<file path="src/hdl/sensor_setup_defines.vh">
// Register map, reset values and timing constants of the PLL and output setup block
`ifndef SENSOR_SETUP_DEFINES_VH
`define SENSOR_SETUP_DEFINES_VH

// Register banks
`define BANK_SEQ 3'h0
`define BANK_CFG 3'h1
`define BANK_CTX 3'h4

// Register addresses within their bank
`define ADDR_COLOUR_SELECT 7'h04
`define ADDR_OUTPUT_FORMAT 7'h08
`define ADDR_BYTE_CLK_HIGH 7'h08
`define ADDR_BYTE_CLK_LOW 7'h09
`define ADDR_USED_CHANNELS 7'h0E
`define ADDR_SYNTH_POWER_UP 7'h4D
`define ADDR_SYNTH_FB_MULT 7'h4E
`define ADDR_SYNTH_CORE_RST 7'h50
`define ADDR_SYNTH_LOCK 7'h55
`define ADDR_CONV_CLK_DIV 7'h56
`define ADDR_MAIN_OUT_DIV 7'h57
`define ADDR_SYNTH_WRAP_RST 7'h58
`define ADDR_REGULATOR 7'h73
`define ADDR_COLOUR_PATTERN 7'h76

// Colour pattern field positions and values
`define PAT_LO_MSB 10
`define PAT_LO_LSB 7
`define PAT_HI_MSB 19
`define PAT_HI_LSB 16
`define PAT_MONO 4'h5
`define PAT_COLOUR 4'h3
`define COLOUR_PATTERN_RESET 20'h50280

// Reset values of the other registers and the accepted used-channel range
`define USED_CHANNELS_RESET 16'h0008
`define USED_CHANNELS_MIN 16'h0001
`define USED_CHANNELS_MAX 16'h0008
`define REG16_RESET 16'h0000

// Timing: core clock rate and longest lock time
`define CORE_CLK_MHZ 200
`define LOCK_TIME_MAX_US 1000

`endif

</file>
<file path="src/hdl/sensor_pll_and_output_setup.v">
// PLL programming, lock reporting, colour mode and output channel setup registers
//
// Contract
// RQ1: Colour select is bit 0 of bank 4 address 4; two fields of bank 1 address 118 reset to 5.
// RQ2: The host updates the colour fields by read-modify-write, keeping the other bits.
// RQ3: The host writes the dividers, releases core reset, waits 10 us, then powers up the PLL.
// RQ4: The host waits for lock, then writes the regulator value, then releases the wrapper reset.
// RQ5: The host computes the multiplier as floor(rate * 2^div / fin) with fin from 12 to 20 MHz.
// RQ6: The host picks the main divider exponent 3, 2 or 1 from the target rate band.
// RQ7: The host picks converter divider and regulator value per band and mode from the table.
// RQ8: The serial rate equals fin times the multiplier divided by two to the main divider.
// RQ9: Lock must arrive within 1 ms and is confirmed by polling the read-only status.
// RQ10: The lock status register reads 0 while out of lock and 1 once locked.
// RQ11: Sequencer 0 reports the bottom PLL lock and sequencer 1 reports the top PLL lock.
// RQ12: The host sets format 0, main divider 1, byte clock high 2 and byte clock low 1.
// RQ13: Channels carrying pixel data are never more than the used channels.
// RQ14: Every channel beyond the used-channel count is powered down.
// RQ15: The used-channel count accepts 1 to 8 and selects that many channels per side.
// RQ16: The host gives up and reports an error when lock has not shown after the longest time; the host model gives up after 100 status polls.
`timescale 1ns/1ps
`include "sensor_setup_defines.vh"

module sensor_pll_and_output_setup
#(
   parameter REF_CLK_KHZ = 12000,
   parameter NUM_CHANNELS = 8,
   parameter LOCK_TIMEOUT_CYC = `LOCK_TIME_MAX_US * `CORE_CLK_MHZ
)
(
   // Clock and reset
   input wire i_core_clk,
   input wire i_reset,
   // Register port behind the serial control interface
   input wire i_reg_write,
   input wire i_reg_read,
   input wire [2:0] i_reg_bank,
   input wire [6:0] i_reg_addr,
   input wire [19:0] i_reg_wdata,
   output reg [19:0] o_reg_rdata,
   output reg o_reg_rvalid,
   // Identity of this sequencer block
   input wire i_sequencer_identifier,
   // Lock indications from the two PLLs (asynchronous)
   input wire i_bottom_synth_lock,
   input wire i_top_synth_lock,
   // PLL controls
   output wire o_synth_power_up,
   output wire o_synth_core_reset_release,
   output wire o_synth_wrapper_reset_release,
   output wire [15:0] o_synth_feedback_multiplier,
   output wire [15:0] o_main_output_divider,
   output wire [15:0] o_converter_clock_divider,
   output wire [15:0] o_regulator_control,
   output reg [31:0] o_serial_rate_khz,
   output reg o_lock_timeout,
   // Colour and output format
   output wire o_colour_select,
   output wire [3:0] o_colour_pattern_low,
   output wire [3:0] o_colour_pattern_high,
   output wire [15:0] o_output_format_select,
   output wire [15:0] o_byte_clock_gen_high,
   output wire [15:0] o_byte_clock_gen_low,
   // Output channels per side
   input wire [NUM_CHANNELS-1:0] i_roi_channel_request,
   output reg [NUM_CHANNELS-1:0] o_channel_power_en,
   output reg [NUM_CHANNELS-1:0] o_channel_active
);

   reg colour_select_reg;
   reg [19:0] colour_pattern_fields_reg;
   reg [15:0] output_format_select_reg;
   reg [15:0] byte_clock_gen_high_reg;
   reg [15:0] byte_clock_gen_low_reg;
   reg [15:0] used_channel_count_reg;
   reg [15:0] synth_power_up_reg;
   reg [15:0] synth_feedback_multiplier_reg;
   reg [15:0] synth_core_reset_release_reg;
   reg [15:0] converter_clock_divider_reg;
   reg [15:0] main_output_divider_reg;
   reg [15:0] synth_wrapper_reset_release_reg;
   reg [15:0] regulator_control_reg;
   reg [2:0] bottom_sync_reg;
   reg [2:0] top_sync_reg;
   reg bottom_lock_reg;
   reg top_lock_reg;
   reg [31:0] lock_timer_reg;
   reg [19:0] read_next;
   wire wr_seq;
   wire wr_cfg;
   wire wr_ctx;
   wire selected_lock;
   wire [47:0] rate_product;
   wire [47:0] rate_shifted;

   assign wr_seq = i_reg_write && (i_reg_bank == `BANK_SEQ);
   assign wr_cfg = i_reg_write && (i_reg_bank == `BANK_CFG);
   assign wr_ctx = i_reg_write && (i_reg_bank == `BANK_CTX);

   // Register writes; an out-of-range used-channel count is ignored
   always @(posedge i_core_clk)
   begin
      if (i_reset)
      begin
         colour_select_reg <= 1'b0;
         colour_pattern_fields_reg <= `COLOUR_PATTERN_RESET; // RQ1
         output_format_select_reg <= `REG16_RESET;
         byte_clock_gen_high_reg <= `REG16_RESET;
         byte_clock_gen_low_reg <= `REG16_RESET;
         used_channel_count_reg <= `USED_CHANNELS_RESET;
         synth_power_up_reg <= `REG16_RESET;
         synth_feedback_multiplier_reg <= `REG16_RESET;
         synth_core_reset_release_reg <= `REG16_RESET;
         converter_clock_divider_reg <= `REG16_RESET;
         main_output_divider_reg <= `REG16_RESET;
         synth_wrapper_reset_release_reg <= `REG16_RESET;
         regulator_control_reg <= `REG16_RESET;
      end
      else
      begin
         if (wr_ctx && i_reg_addr == `ADDR_COLOUR_SELECT)
            colour_select_reg <= i_reg_wdata[0]; // RQ1
         if (wr_cfg && i_reg_addr == `ADDR_COLOUR_PATTERN)
            colour_pattern_fields_reg <= i_reg_wdata; // RQ2
         if (wr_cfg && i_reg_addr == `ADDR_BYTE_CLK_HIGH)
            byte_clock_gen_high_reg <= i_reg_wdata[15:0]; // RQ12
         if (wr_cfg && i_reg_addr == `ADDR_BYTE_CLK_LOW)
            byte_clock_gen_low_reg <= i_reg_wdata[15:0]; // RQ12
         if (wr_cfg && i_reg_addr == `ADDR_REGULATOR)
            regulator_control_reg <= i_reg_wdata[15:0]; // RQ4
         if (wr_seq && i_reg_addr == `ADDR_OUTPUT_FORMAT)
            output_format_select_reg <= i_reg_wdata[15:0]; // RQ12
         if (wr_seq && i_reg_addr == `ADDR_USED_CHANNELS &&
             i_reg_wdata[15:0] >= `USED_CHANNELS_MIN &&
             i_reg_wdata[15:0] <= `USED_CHANNELS_MAX)
            used_channel_count_reg <= i_reg_wdata[15:0]; // RQ15
         if (wr_seq && i_reg_addr == `ADDR_SYNTH_POWER_UP)
            synth_power_up_reg <= i_reg_wdata[15:0]; // RQ3
         if (wr_seq && i_reg_addr == `ADDR_SYNTH_FB_MULT)
            synth_feedback_multiplier_reg <= i_reg_wdata[15:0]; // RQ5
         if (wr_seq && i_reg_addr == `ADDR_SYNTH_CORE_RST)
            synth_core_reset_release_reg <= i_reg_wdata[15:0]; // RQ3
         if (wr_seq && i_reg_addr == `ADDR_CONV_CLK_DIV)
            converter_clock_divider_reg <= i_reg_wdata[15:0]; // RQ7
         if (wr_seq && i_reg_addr == `ADDR_MAIN_OUT_DIV)
            main_output_divider_reg <= i_reg_wdata[15:0]; // RQ6
         if (wr_seq && i_reg_addr == `ADDR_SYNTH_WRAP_RST)
            synth_wrapper_reset_release_reg <= i_reg_wdata[15:0]; // RQ4
      end
   end

   // Lock inputs pass three flip-flops; a change counts once stages two and three agree
   always @(posedge i_core_clk)
   begin
      if (i_reset)
      begin
         bottom_sync_reg <= 3'h0;
         top_sync_reg <= 3'h0;
         bottom_lock_reg <= 1'b0;
         top_lock_reg <= 1'b0;
      end
      else
      begin
         bottom_sync_reg <= {bottom_sync_reg[1:0], i_bottom_synth_lock};
         top_sync_reg <= {top_sync_reg[1:0], i_top_synth_lock};
         if (bottom_sync_reg[1] == bottom_sync_reg[2])
            bottom_lock_reg <= bottom_sync_reg[2];
         if (top_sync_reg[1] == top_sync_reg[2])
            top_lock_reg <= top_sync_reg[2];
      end
   end

   // Sequencer 0 reports the bottom PLL, sequencer 1 the top PLL
   assign selected_lock = i_sequencer_identifier ? top_lock_reg : bottom_lock_reg; // RQ11

   // Lock watchdog: counts from power-up until lock, flags the longest lock time
   always @(posedge i_core_clk)
   begin
      if (i_reset || !synth_power_up_reg[0] || selected_lock)
      begin
         lock_timer_reg <= 32'h0;
         o_lock_timeout <= 1'b0;
      end
      else if (lock_timer_reg >= LOCK_TIMEOUT_CYC[31:0] - 32'h1)
         o_lock_timeout <= 1'b1; // RQ9
      else
         lock_timer_reg <= lock_timer_reg + 32'h1;
   end

   // Read data, one cycle after the strobe; unmapped addresses read zero
   always @*
   begin
      read_next = 20'h0;
      if (i_reg_bank == `BANK_CTX && i_reg_addr == `ADDR_COLOUR_SELECT)
         read_next = {19'h0, colour_select_reg};
      else if (i_reg_bank == `BANK_CFG && i_reg_addr == `ADDR_COLOUR_PATTERN)
         read_next = colour_pattern_fields_reg; // RQ2
      else if (i_reg_bank == `BANK_CFG && i_reg_addr == `ADDR_BYTE_CLK_HIGH)
         read_next = {4'h0, byte_clock_gen_high_reg};
      else if (i_reg_bank == `BANK_CFG && i_reg_addr == `ADDR_BYTE_CLK_LOW)
         read_next = {4'h0, byte_clock_gen_low_reg};
      else if (i_reg_bank == `BANK_CFG && i_reg_addr == `ADDR_REGULATOR)
         read_next = {4'h0, regulator_control_reg};
      else if (i_reg_bank == `BANK_SEQ && i_reg_addr == `ADDR_OUTPUT_FORMAT)
         read_next = {4'h0, output_format_select_reg};
      else if (i_reg_bank == `BANK_SEQ && i_reg_addr == `ADDR_USED_CHANNELS)
         read_next = {4'h0, used_channel_count_reg};
      else if (i_reg_bank == `BANK_SEQ && i_reg_addr == `ADDR_SYNTH_POWER_UP)
         read_next = {4'h0, synth_power_up_reg};
      else if (i_reg_bank == `BANK_SEQ && i_reg_addr == `ADDR_SYNTH_FB_MULT)
         read_next = {4'h0, synth_feedback_multiplier_reg};
      else if (i_reg_bank == `BANK_SEQ && i_reg_addr == `ADDR_SYNTH_CORE_RST)
         read_next = {4'h0, synth_core_reset_release_reg};
      else if (i_reg_bank == `BANK_SEQ && i_reg_addr == `ADDR_SYNTH_LOCK)
         read_next = {19'h0, selected_lock}; // RQ10
      else if (i_reg_bank == `BANK_SEQ && i_reg_addr == `ADDR_CONV_CLK_DIV)
         read_next = {4'h0, converter_clock_divider_reg};
      else if (i_reg_bank == `BANK_SEQ && i_reg_addr == `ADDR_MAIN_OUT_DIV)
         read_next = {4'h0, main_output_divider_reg};
      else if (i_reg_bank == `BANK_SEQ && i_reg_addr == `ADDR_SYNTH_WRAP_RST)
         read_next = {4'h0, synth_wrapper_reset_release_reg};
   end

   always @(posedge i_core_clk)
   begin
      if (i_reset)
      begin
         o_reg_rdata <= 20'h0;
         o_reg_rvalid <= 1'b0;
      end
      else
      begin
         o_reg_rvalid <= i_reg_read;
         if (i_reg_read)
            o_reg_rdata <= read_next;
      end
   end

   // Resulting serial rate: fin times multiplier over two to the main divider
   assign rate_product = {16'h0, REF_CLK_KHZ[31:0]} * {32'h0, synth_feedback_multiplier_reg};
   assign rate_shifted = rate_product >> main_output_divider_reg[2:0];

   always @(posedge i_core_clk)
   begin
      if (i_reset)
         o_serial_rate_khz <= 32'h0;
      else
         o_serial_rate_khz <= rate_shifted[31:0]; // RQ8
   end

   // Per-channel power and activity: channels beyond the used count are off
   genvar ch;
   generate
      for (ch = 0; ch < NUM_CHANNELS; ch = ch + 1)
      begin : g_channel
         always @(posedge i_core_clk)
         begin
            if (i_reset)
            begin
               o_channel_power_en[ch] <= 1'b0;
               o_channel_active[ch] <= 1'b0;
            end
            else
            begin
               o_channel_power_en[ch] <= (ch < used_channel_count_reg); // RQ14
               o_channel_active[ch] <= (ch < used_channel_count_reg) &&
                  i_roi_channel_request[ch]; // RQ13
            end
         end
      end
   endgenerate

   // Control outputs straight from their registers
   assign o_synth_power_up = synth_power_up_reg[0];
   assign o_synth_core_reset_release = synth_core_reset_release_reg[0];
   assign o_synth_wrapper_reset_release = synth_wrapper_reset_release_reg[0];
   assign o_synth_feedback_multiplier = synth_feedback_multiplier_reg;
   assign o_main_output_divider = main_output_divider_reg;
   assign o_converter_clock_divider = converter_clock_divider_reg;
   assign o_regulator_control = regulator_control_reg;
   assign o_colour_select = colour_select_reg;
   assign o_colour_pattern_low = colour_pattern_fields_reg[`PAT_LO_MSB:`PAT_LO_LSB];
   assign o_colour_pattern_high = colour_pattern_fields_reg[`PAT_HI_MSB:`PAT_HI_LSB];
   assign o_output_format_select = output_format_select_reg;
   assign o_byte_clock_gen_high = byte_clock_gen_high_reg;
   assign o_byte_clock_gen_low = byte_clock_gen_low_reg;

endmodule

</file>
<file path="config.mk">
export PLATFORM = sky130hd
export DESIGN_NAME = sensor_pll_and_output_setup
export DESIGN_NICKNAME = d
export VERILOG_FILES = /design/src/hdl/sensor_pll_and_output_setup.v
export VERILOG_INCLUDE_DIRS = /design/src /design/src/hdl
export SDC_FILE = /design/constraint.sdc
export NUM_CORES = 1
export LEC_CHECK = 0
export BUFFER_PORTS_ARGS = -buffer_cell sky130_fd_sc_hd__buf_4
export CORE_ASPECT_RATIO = 2
export CORE_MARGIN = 10
export CORE_UTILIZATION = 40
export DETAILED_ROUTE_END_ITERATION = 7
export PLACE_DENSITY = 0.66
export RECOVER_POWER = 50
export SKIP_CTS_REPAIR_TIMING = 1
export SLEW_MARGIN = 10
export SYNTH_ARGS = -nofsm -noshare
export SYNTH_HDL_FRONTEND = slang
export SYNTH_SLANG_ARGS = --single-unit
</file>
<file path="constraint.sdc">
create_clock -name i_core_clk -period 4.4 [get_ports i_core_clk]
set_input_delay 0.88 -clock i_core_clk [delete_from_list [all_inputs] [get_ports i_core_clk]]
set_output_delay 0.88 -clock i_core_clk [all_outputs]
set_load 0.02 [all_outputs]
</file>
# After elaboration in Yosys (flattened, before gate mapping)
# Cells that the tools add are included.
[op_classes] addsub=1 mul=1 magnitude_cmp=11 eq_ne=17 n_shift=1 mux=15 n_reduce_logical=44
[ops] cell="two-way mux 16 bit" n=12
[ops] cell="< comparator 3 x 16 -> 1 bit (first input constant)" n=4
[ops] cell="equality test 7 bit (second input constant)" n=9
[ops] cell="logical AND 1 bit" n=40
[ops] cell="two-way mux 20 bit" n=2
[ops] cell="adder 32 x 1 -> 32 bit (second input constant)" n=1
[ops] cell=">= comparator 32 x 18 -> 1 bit (second input constant)" n=1
[ops] cell="< comparator 1 x 16 -> 1 bit (first input constant)" n=2
[ops] cell="< comparator 2 x 16 -> 1 bit (first input constant)" n=2
[ops] cell="right shift 30 x 3 -> 32 bit" n=1
[ops] cell="multiplier 9 x 16 -> 25 bit (first input constant)" n=1
[ops] cell="equality test 7 x 4 -> 1 bit (second input constant)" n=3
[ops] cell=">= comparator 16 x 1 -> 1 bit (second input constant)" n=1
[ops] cell="less-or-equal comparator 16 x 4 -> 1 bit (second input constant)" n=1
[ops] cell="equality test 7 x 3 -> 1 bit (second input constant)" n=1
[ops] cell="equality test 3 x 1 -> 1 bit (second input constant)" n=1
[ops] cell="equality test 3 bit (second input constant)" n=1
[ops] cell="zero test 3 bit" n=1
[ops] cell="equality test 1 bit" n=2
[ops] cell="logical OR 1 bit" n=2
[ops] cell="zero test 1 bit" n=1
[ops] cell="two-way mux 1 bit" n=1
[word_totals] reg_bits=307 in_bits=45 output_inout_bits=194 wordCells=128

# Longest topological paths before layout
# Gate-level depths: netlist of the first run.
[depth] depth_word=16 ltp_mapped=18 mapped_depth_nobuf=17

# Worst setup path before layout of the first run
# No wires, ideal clock.
[synth_timing] kind="register -> register" from="register synth_feedback_multiplier_reg[12] (netlist: o_synth_feedback_multiplier[12])" to="register o_serial_rate_khz[22]" setup_time_ps=136 t_arrival_ps=4858 required_time_ps=4264 setup_slack_ps=-594 stages_incl_launch_ff=16 path_buffers=0 period_less_slack_ps=4994 path_cell_list="dfxtp_1 -> ha_1 -> fa_1 -> inv_1 -> fa_1 -> fa_1 -> inv_1 -> ha_1 -> a41o_1 -> a221oi_2 -> or3b_1 -> o21ai_2 -> mux2i_1 -> nand3_1 -> a22oi_1 -> o22ai_1"
[synth_between] elab_chain_cells=2
[synth_rtl] item="start: declaration" line_no="sensor_pll_and_output_setup.v:76" source="reg [15:0] synth_feedback_multiplier_reg;"
[synth_rtl] item="start signal: assignment" line_no="sensor_pll_and_output_setup.v:111" source="synth_feedback_multiplier_reg <= `REG16_RESET;"
[synth_rtl] item="start signal: assignment" line_no="sensor_pll_and_output_setup.v:139" source="synth_feedback_multiplier_reg <= i_reg_wdata[15:0];"
[synth_rtl] item="multiplier 9 x 16 -> 25 bit" line_no="sensor_pll_and_output_setup.v:239" source="assign rate_product = {16'h0, REF_CLK_KHZ[31:0]} * {32'h0, synth_feedback_multiplier_reg};"
[synth_rtl] item="right shift 30 x 3 -> 32 bit" line_no="sensor_pll_and_output_setup.v:240" source="assign rate_shifted = rate_product >> main_output_divider_reg[2:0];"
[synth_rtl] item="end signal: assignment" line_no="sensor_pll_and_output_setup.v:247" source="o_serial_rate_khz <= rate_shifted[31:0];"
[synth_rtl] item="end: declaration" line_no="sensor_pll_and_output_setup.v:54" source="output reg [31:0] o_serial_rate_khz,"
# Every way passes these cells.
# A chain may end at the register's enable or synchronous reset.

# Worst setup path after layout of the first run
[layout_timing] from="register synth_feedback_multiplier_reg[8] (netlist: o_synth_feedback_multiplier[8])" to="register o_serial_rate_khz[11]"
# Same word-level chain as after synthesis.

==> flow_summary.ini, run 1 <==
[status]
status = finished, violations left
violations = setup timing

[final_layout]
drive_above_1_share = 0.160
final_nets = 2374
nFillCells = 3980
largest_reg_flops = 32
area_delta_synth_final_pct = 22.8

[floorplan]
rows = 104
die_area_um2 = 49600
ioPinCount = 239
die_y_um = 305
initial_utilization = 0.404
coreArea_um2 = 40200
die_x_um = 163

[timing]
slew_headroom = 0.0247
finalMaxSlewViolations = 0
fin_crit_ps = 4850
rsz0062_at_grt = yes
report.final.hold_viol_count = 0
tightest_slew_ps = 1460
setup_violations = 22
setup_ws_ps = -453
skew_ps = 13.8
max_freq_ghz = 0.206
fin_crit_sh = 1.10

[worst_setup_path]
worstPathArrival_ps = 5380
endpoint_kind = flip-flop
required_ps = 4930
crit_path_frequent_cell = fa_1
path_cells = buf_6 > fa_1 > fa_1 > fa_1 > inv_2 > fa_1 > inv_2 > ha_4 > a2111o_1 > o21ai_4 > buf_6 > a211oi_2 > o21ai_1 > a21boi_2 > o31a_1 > mux4_2 > nor2_2
cp_slowest_cell = fa_1
ff2ff_setup_slack_ps = -450
start_kind = flip-flop
max_stage_delay_ps = 540
critPathKind = reg2reg
reg2reg_depth = 17
cp_max_fo = 6

[pwr]
p_int_mw = 4.26
peakVddDrop_v = 0.000326
switchingPower_mw = 1.30
power.share.combinational = 0.041
power.density_nw_per_um2 = 278
power_leakage_nw = 7.53
p_clk_frac = 0.461
sw_frac_of_total = 0.234
total_power_mw = 5.56
power_frac_seq = 0.498

[job]
timing.max_cap.violations = 0

[yosys]
syn_avg_cell_area_um2 = 8.41
synth-async-reset-ratio = 0
synth.distinct_cells = 88
syn_inst = 1932
synth-seq-area-share = 0.376
ys.flop_type = dfxtp_1
synth_edf_count = 0
syn-cell-area_um2 = 16300
ys_top_cells_by_area = dfxtp_1 38%, nand2_1 9.1%, fa_1 8.4%
ys_ff_latch = 305
ys_warn_count = 0
synth_top_area_cell = dfxtp_1
yosys.area.top_type_share = 0.376

[global_routing]
grt_pass1_vias = 15700
overflow = 0
antenna_found_initial = 1
track_usage = 0.246
grt_pass1_wl_um = 94100
grt_max_degree = 110

[worst_hold_path]
hold_path_class = reg2reg
min_delay_path_depth = 1

[routing]
via_per_inst = 5.64
vias = 15500
drc = 0
wl_per_cell_um = 23.2
first_pass_iters = 7
drt_iter0_markers = 1187
wl_um = 63700
final_antenna_net_count = 0

[place]
place_hpwl_um = 49000
gp_congestion = 0.948
post-place-ws_ps = -517
portBuffers = 236

[clock_network]
clk_latency_ps = 590
root_buffer = clkbuf_16
cts_tree = done
cts_sinks = 305
cts_buffer_depth = 3
path_clk_slew_ps = 60
cts_inserted_buffers = 29
h-tree-depth = 1
==> critical path, delay by kind of cell (launching register included) <==
kind                       cells  cell delay [ps]
AOI/OAI and AO/OA              6             1200
adders and majority gates      5             2240
buffers and inverters          4              340
DFF                            1              380
muxes                          1              530
and+or+nand+nor                1              100
==> metrics by stage <==
| stage | hold slack (ps) | util | cells | cell area, um2 | TNS, ps |
|---|---|---|---|---|---|
| 2_1_floorplan | 414 | - | 1933 | 16400 | -2440 |
| 4_1_cts | 452 | 0.502 | 2733 | 20200 | -9070 |
| 5_1_grt | 463 | 0.497 | 2743 | 20000 | -11040 |
| 6_report | 446 | 0.497 | 2743 | 20000 | -7560 |
| 3_5_place_dp | 432 | 0.478 | 2681 | 19200 | -8710 |
| 3_3_place_gp | 420 | 0.478 | 2681 | 19200 | -7620 |
==> layout by cell type, fill, tap and decap left out, drive strengths merged, types with 6 or more instances in the layout <==
cell    synthesis  routed
nor3           27      27
nor2b          13      13
o22ai          10      10
o21ai          35      35
nor4           15      15
dfxtp         305     305
nand4          15      15
nor2           60      60
clkbuf        104     219
clkinv          0       7
nand2b         24      24
a31oi           7       7
or3             7       7
fa             68      68
a22oi          27      27
nand3          84      84
buf            35     188
xnor2          14      14
and3           19      19
a211oi         23      23
a21oi         219     219
ha             70      70
xor2           15      15
mux2i          32      32
a221oi         36      36
a21o            6       6
and4            6       6
and2           46      46
a222oi          9       9
nand2         394     394
inv           131     133
==> cells by family after synthesis <==
| kind of cell | synth area share |
|---|---|
| multiplexers | 0.0266 |
| AND/OR/NAND/NOR | 0.208 |
| other | 0.000231 |
| XOR/XNOR | 0.0161 |
| adder cells (fa/ha/maj) | 0.138 |
| AO/OA/AOI/OAI | 0.170 |
| buffers and inverters | 0.0660 |
| flip-flops | 0.376 |
==> layer usage <==
layer / share of wire / global-route usage
met2: 0.54 / 0.464
met3: 0.060 / 0.0390
met4: 0.077 / 0.177
met1: 0.32 / 0.231
met5: 0 / 0
==> worst paths after layout <==
check,startpoint,to
setup reg to reg,o_synth_feedback_multiplier[8]$_SDFFE_PP0P_,o_serial_rate_khz[11]$_SDFF_PP0_
hold reg to reg,bottom_sync_reg[0]$_SDFF_PP0_,bottom_sync_reg[1]$_SDFF_PP0_
hold / removal,bottom_sync_reg[0]$_SDFF_PP0_,bottom_sync_reg[1]$_SDFF_PP0_
setup / recovery,o_synth_feedback_multiplier[8]$_SDFFE_PP0P_,o_serial_rate_khz[11]$_SDFF_PP0_
==> power by group through the flow <==
stage	Sequential, mW	Combinational [mW]	Clock, mW
CTS	2.77	0.229	2.59
finish	2.77	0.226	2.56
detailed placement	2.83	0.229	0
global placement	2.83	0.227	0
floorplan	2.85	0.102	0
global route	2.77	0.233	2.69
==> area by class of cell <==
cell class,count,area [um2],share of cell area
multi-input combinational,1358,9550,0.478
sequential,305,6150,0.308
timing repair buffer,366,2150,0.108
clock buffer,41,831,0.0416
tap,530,663,0.0332
inverter,131,492,0.0246
clock inverter,11,130,0.00652
antenna,1,2.50,0.000125
==> cells in the mapped netlist (4+ instances only) <==
master,count
clkbuf_1,104
nor3_1,23
ha_1,70
and3_1,19
and2_1,43
xor2_1,14
and4_1,6
buf_2,18
nand4_1,15
mux2i_1,32
o22ai_1,8
nand2b_1,24
inv_1,131
dfxtp_1,305
buf_4,10
o211ai_1,4
a211oi_1,20
o21a_1,5
a222oi_1,9
a21o_1,6
nand3_1,84
nor3b_1,5
a22oi_1,27
a21oi_1,217
buf_1,7
o21ai_0,30
or3_1,7
nor4_1,12
mux2_2,4
nor2b_1,13
nor2_1,60
a31oi_1,6
fa_1,68
xnor2_1,14
a221oi_1,35
nand2_1,394
No activity file was read; power rests on OpenSTA's default activity.
==> inputs of run 2 (changes only) <==
--- a/config.mk
+++ b/config.mk
@@ -13,7 +13,7 @@
 export DETAILED_ROUTE_END_ITERATION = 7
 export PLACE_DENSITY = 0.66
 export RECOVER_POWER = 50
-export SKIP_CTS_REPAIR_TIMING = 1
+export SETUP_SLACK_MARGIN = 0.05
 export SLEW_MARGIN = 10
 export SYNTH_ARGS = -nofsm -noshare
 export SYNTH_HDL_FRONTEND = slang
==> flow_summary.ini, run 2 (synthesis gave the netlist of run 1 again) <==
[status]
status = finished, violations left
violations = capacitance limit, slew limit, setup timing

[worst_setup_path]
start_kind = flip-flop
ff2ff_setup_slack_ps = -450
endpoint_kind = flip-flop
worst-path-buf-inv = 5
cp_max_fo = 5
crit_path_frequent_cell = fa_1
path_cells = fa_1 > inv_1 > fa_1 > inv_1 > fa_1 > inv_2 > fa_1 > inv_2 > ha_4 > o21ai_2 > or2_4 > a211oi_4 > o31a_1 > buf_4 > nor3_4 > or2_0 > mux4_2 > o22ai_2
critPathKind = reg2reg
required_ps = 4900
crit_family = adder cells
max_stage_delay_ps = 550
worstPathArrival_ps = 5340
cp_slowest_cell = fa_1

[job]
timing.max_cap.violations = 1

[pwr]
power_frac_seq = 0.508
power_leakage_nw = 7.55
peakVddDrop_v = 0.000354
power.share.combinational = 0.042
p_clk_frac = 0.451
switchingPower_mw = 1.30
total_power_mw = 5.45
power.density_nw_per_um2 = 270
p_int_mw = 4.16
sw_frac_of_total = 0.238

[timing]
tightest_slew_ps = 2480
fin_tns_setup_ps = -7480
fin_crit_sh = 1.10
report.final.hold_viol_count = 0
fin_hold_ws_ps = 445
max_freq_ghz = 0.206
slew_headroom = -0.651
skew_ps = 13.0
fin_crit_ps = 4850
rsz0062_at_grt = yes
setup_violations = 23
finalMaxSlewViolations = 54
setup_ws_ps = -447

[routing]
drc = 0
first_pass_iters = 8
final_antenna_net_count = 0
wl_um = 63800
drt_iter0_markers = 1001
vias = 15600
via_per_inst = 5.66
wl_per_cell_um = 23.2

[clock_network]
root_buffer = clkbuf_16
cts_buffer_depth = 3
path_clk_slew_ps = 70
cts_inserted_buffers = 28
cts_tree = done
h-tree-depth = 1
clk_latency_ps = 580
cts_sinks = 305

[worst_hold_path]
hold_path_class = reg2reg

[place]
portBuffers = 236
dp.cells = 2679
gp_congestion = 0.953
place_hpwl_um = 49400

[final_layout]
area_delta_synth_final_pct = 24.1
final_cell_mix = 390 x nand2_1, 290 x dfxtp_1, 212 x a21oi_1, 184 x clkbuf_1, 182 x buf_4
final_nets = 2386
final_common_cell = nand2_1
largest_reg_flops = 32
drive_above_1_share = 0.170
final_cells = 2755

[floorplan]
ioPinCount = 239
die_area_um2 = 49600
rows = 104
initial_utilization = 0.404
die_x_um = 163
die_y_um = 305
coreArea_um2 = 40200

[global_routing]
track_usage = 0.246
grt_pass1_vias = 15600
grt_max_degree = 64
grt_pass1_wl_um = 94500
overflow = 0
antenna_found_initial = 2
## run 2: metal layers
metal  share of wire  wire, um  vias to the layer above  global-route usage
li1                -         -                     7118                   -
met1            0.32     20100                     7544               0.227
met2            0.54     34200                      704               0.461
met3           0.060      3810                      230              0.0374
met4           0.089      5680                        0               0.199
met5               0         0                        -                   0
## run 2: cell type report
cell class | count | area [um2]
inverter | 131 | 492
clock buffer | 40 | 806
fill | 3963 | 20000
sequential | 305 | 6150
antenna | 2 | 5.00
timing repair buffer | 379 | 2260
tap | 530 | 663
clock inverter | 10 | 103
multi-input combinational | 1358 | 9690
## run 2: power by group through the flow
stage	sequential, mW	clock (mW)	combinational [mW]
3_3_place_gp	2.83	0	0.228
3_5_place_dp	2.83	0	0.229
2_1_floorplan	2.85	0	0.102
4_1_cts	2.77	2.48	0.230
5_1_grt	2.77	2.59	0.235
6_report	2.77	2.46	0.227
## run 2: worst paths after layout
kind / start / endpoint / cells past startpoint
hold / removal: bottom_sync_reg[0]$_SDFF_PP0_ / bottom_sync_reg[1]$_SDFF_PP0_ / 1
setup / recovery: o_synth_feedback_multiplier[7]$_SDFFE_PP0P_ / o_serial_rate_khz[19]$_SDFF_PP0_ / 18
hold reg to reg: bottom_sync_reg[0]$_SDFF_PP0_ / bottom_sync_reg[1]$_SDFF_PP0_ / 1
setup reg to reg: o_synth_feedback_multiplier[7]$_SDFFE_PP0P_ / o_serial_rate_khz[19]$_SDFF_PP0_ / 18
## run 2: stage by stage
step | utilization | setup slack (ps) | instance area, um2
global placement | 0.478 | -768 | 19200
global route | 0.502 | -614 | 20200
detailed placement | 0.478 | -748 | 19200
floorplan | - | -235 | 16400
CTS | 0.511 | -421 | 20500
finish | 0.502 | -447 | 20200
## run 2: repair_timing
action,in CTS,in global routing
pin swaps,38,63
buffers inserted,11,14
hold buffers,0,0
gates resized for setup,55,43
endpoints found under the setup margin,23,25
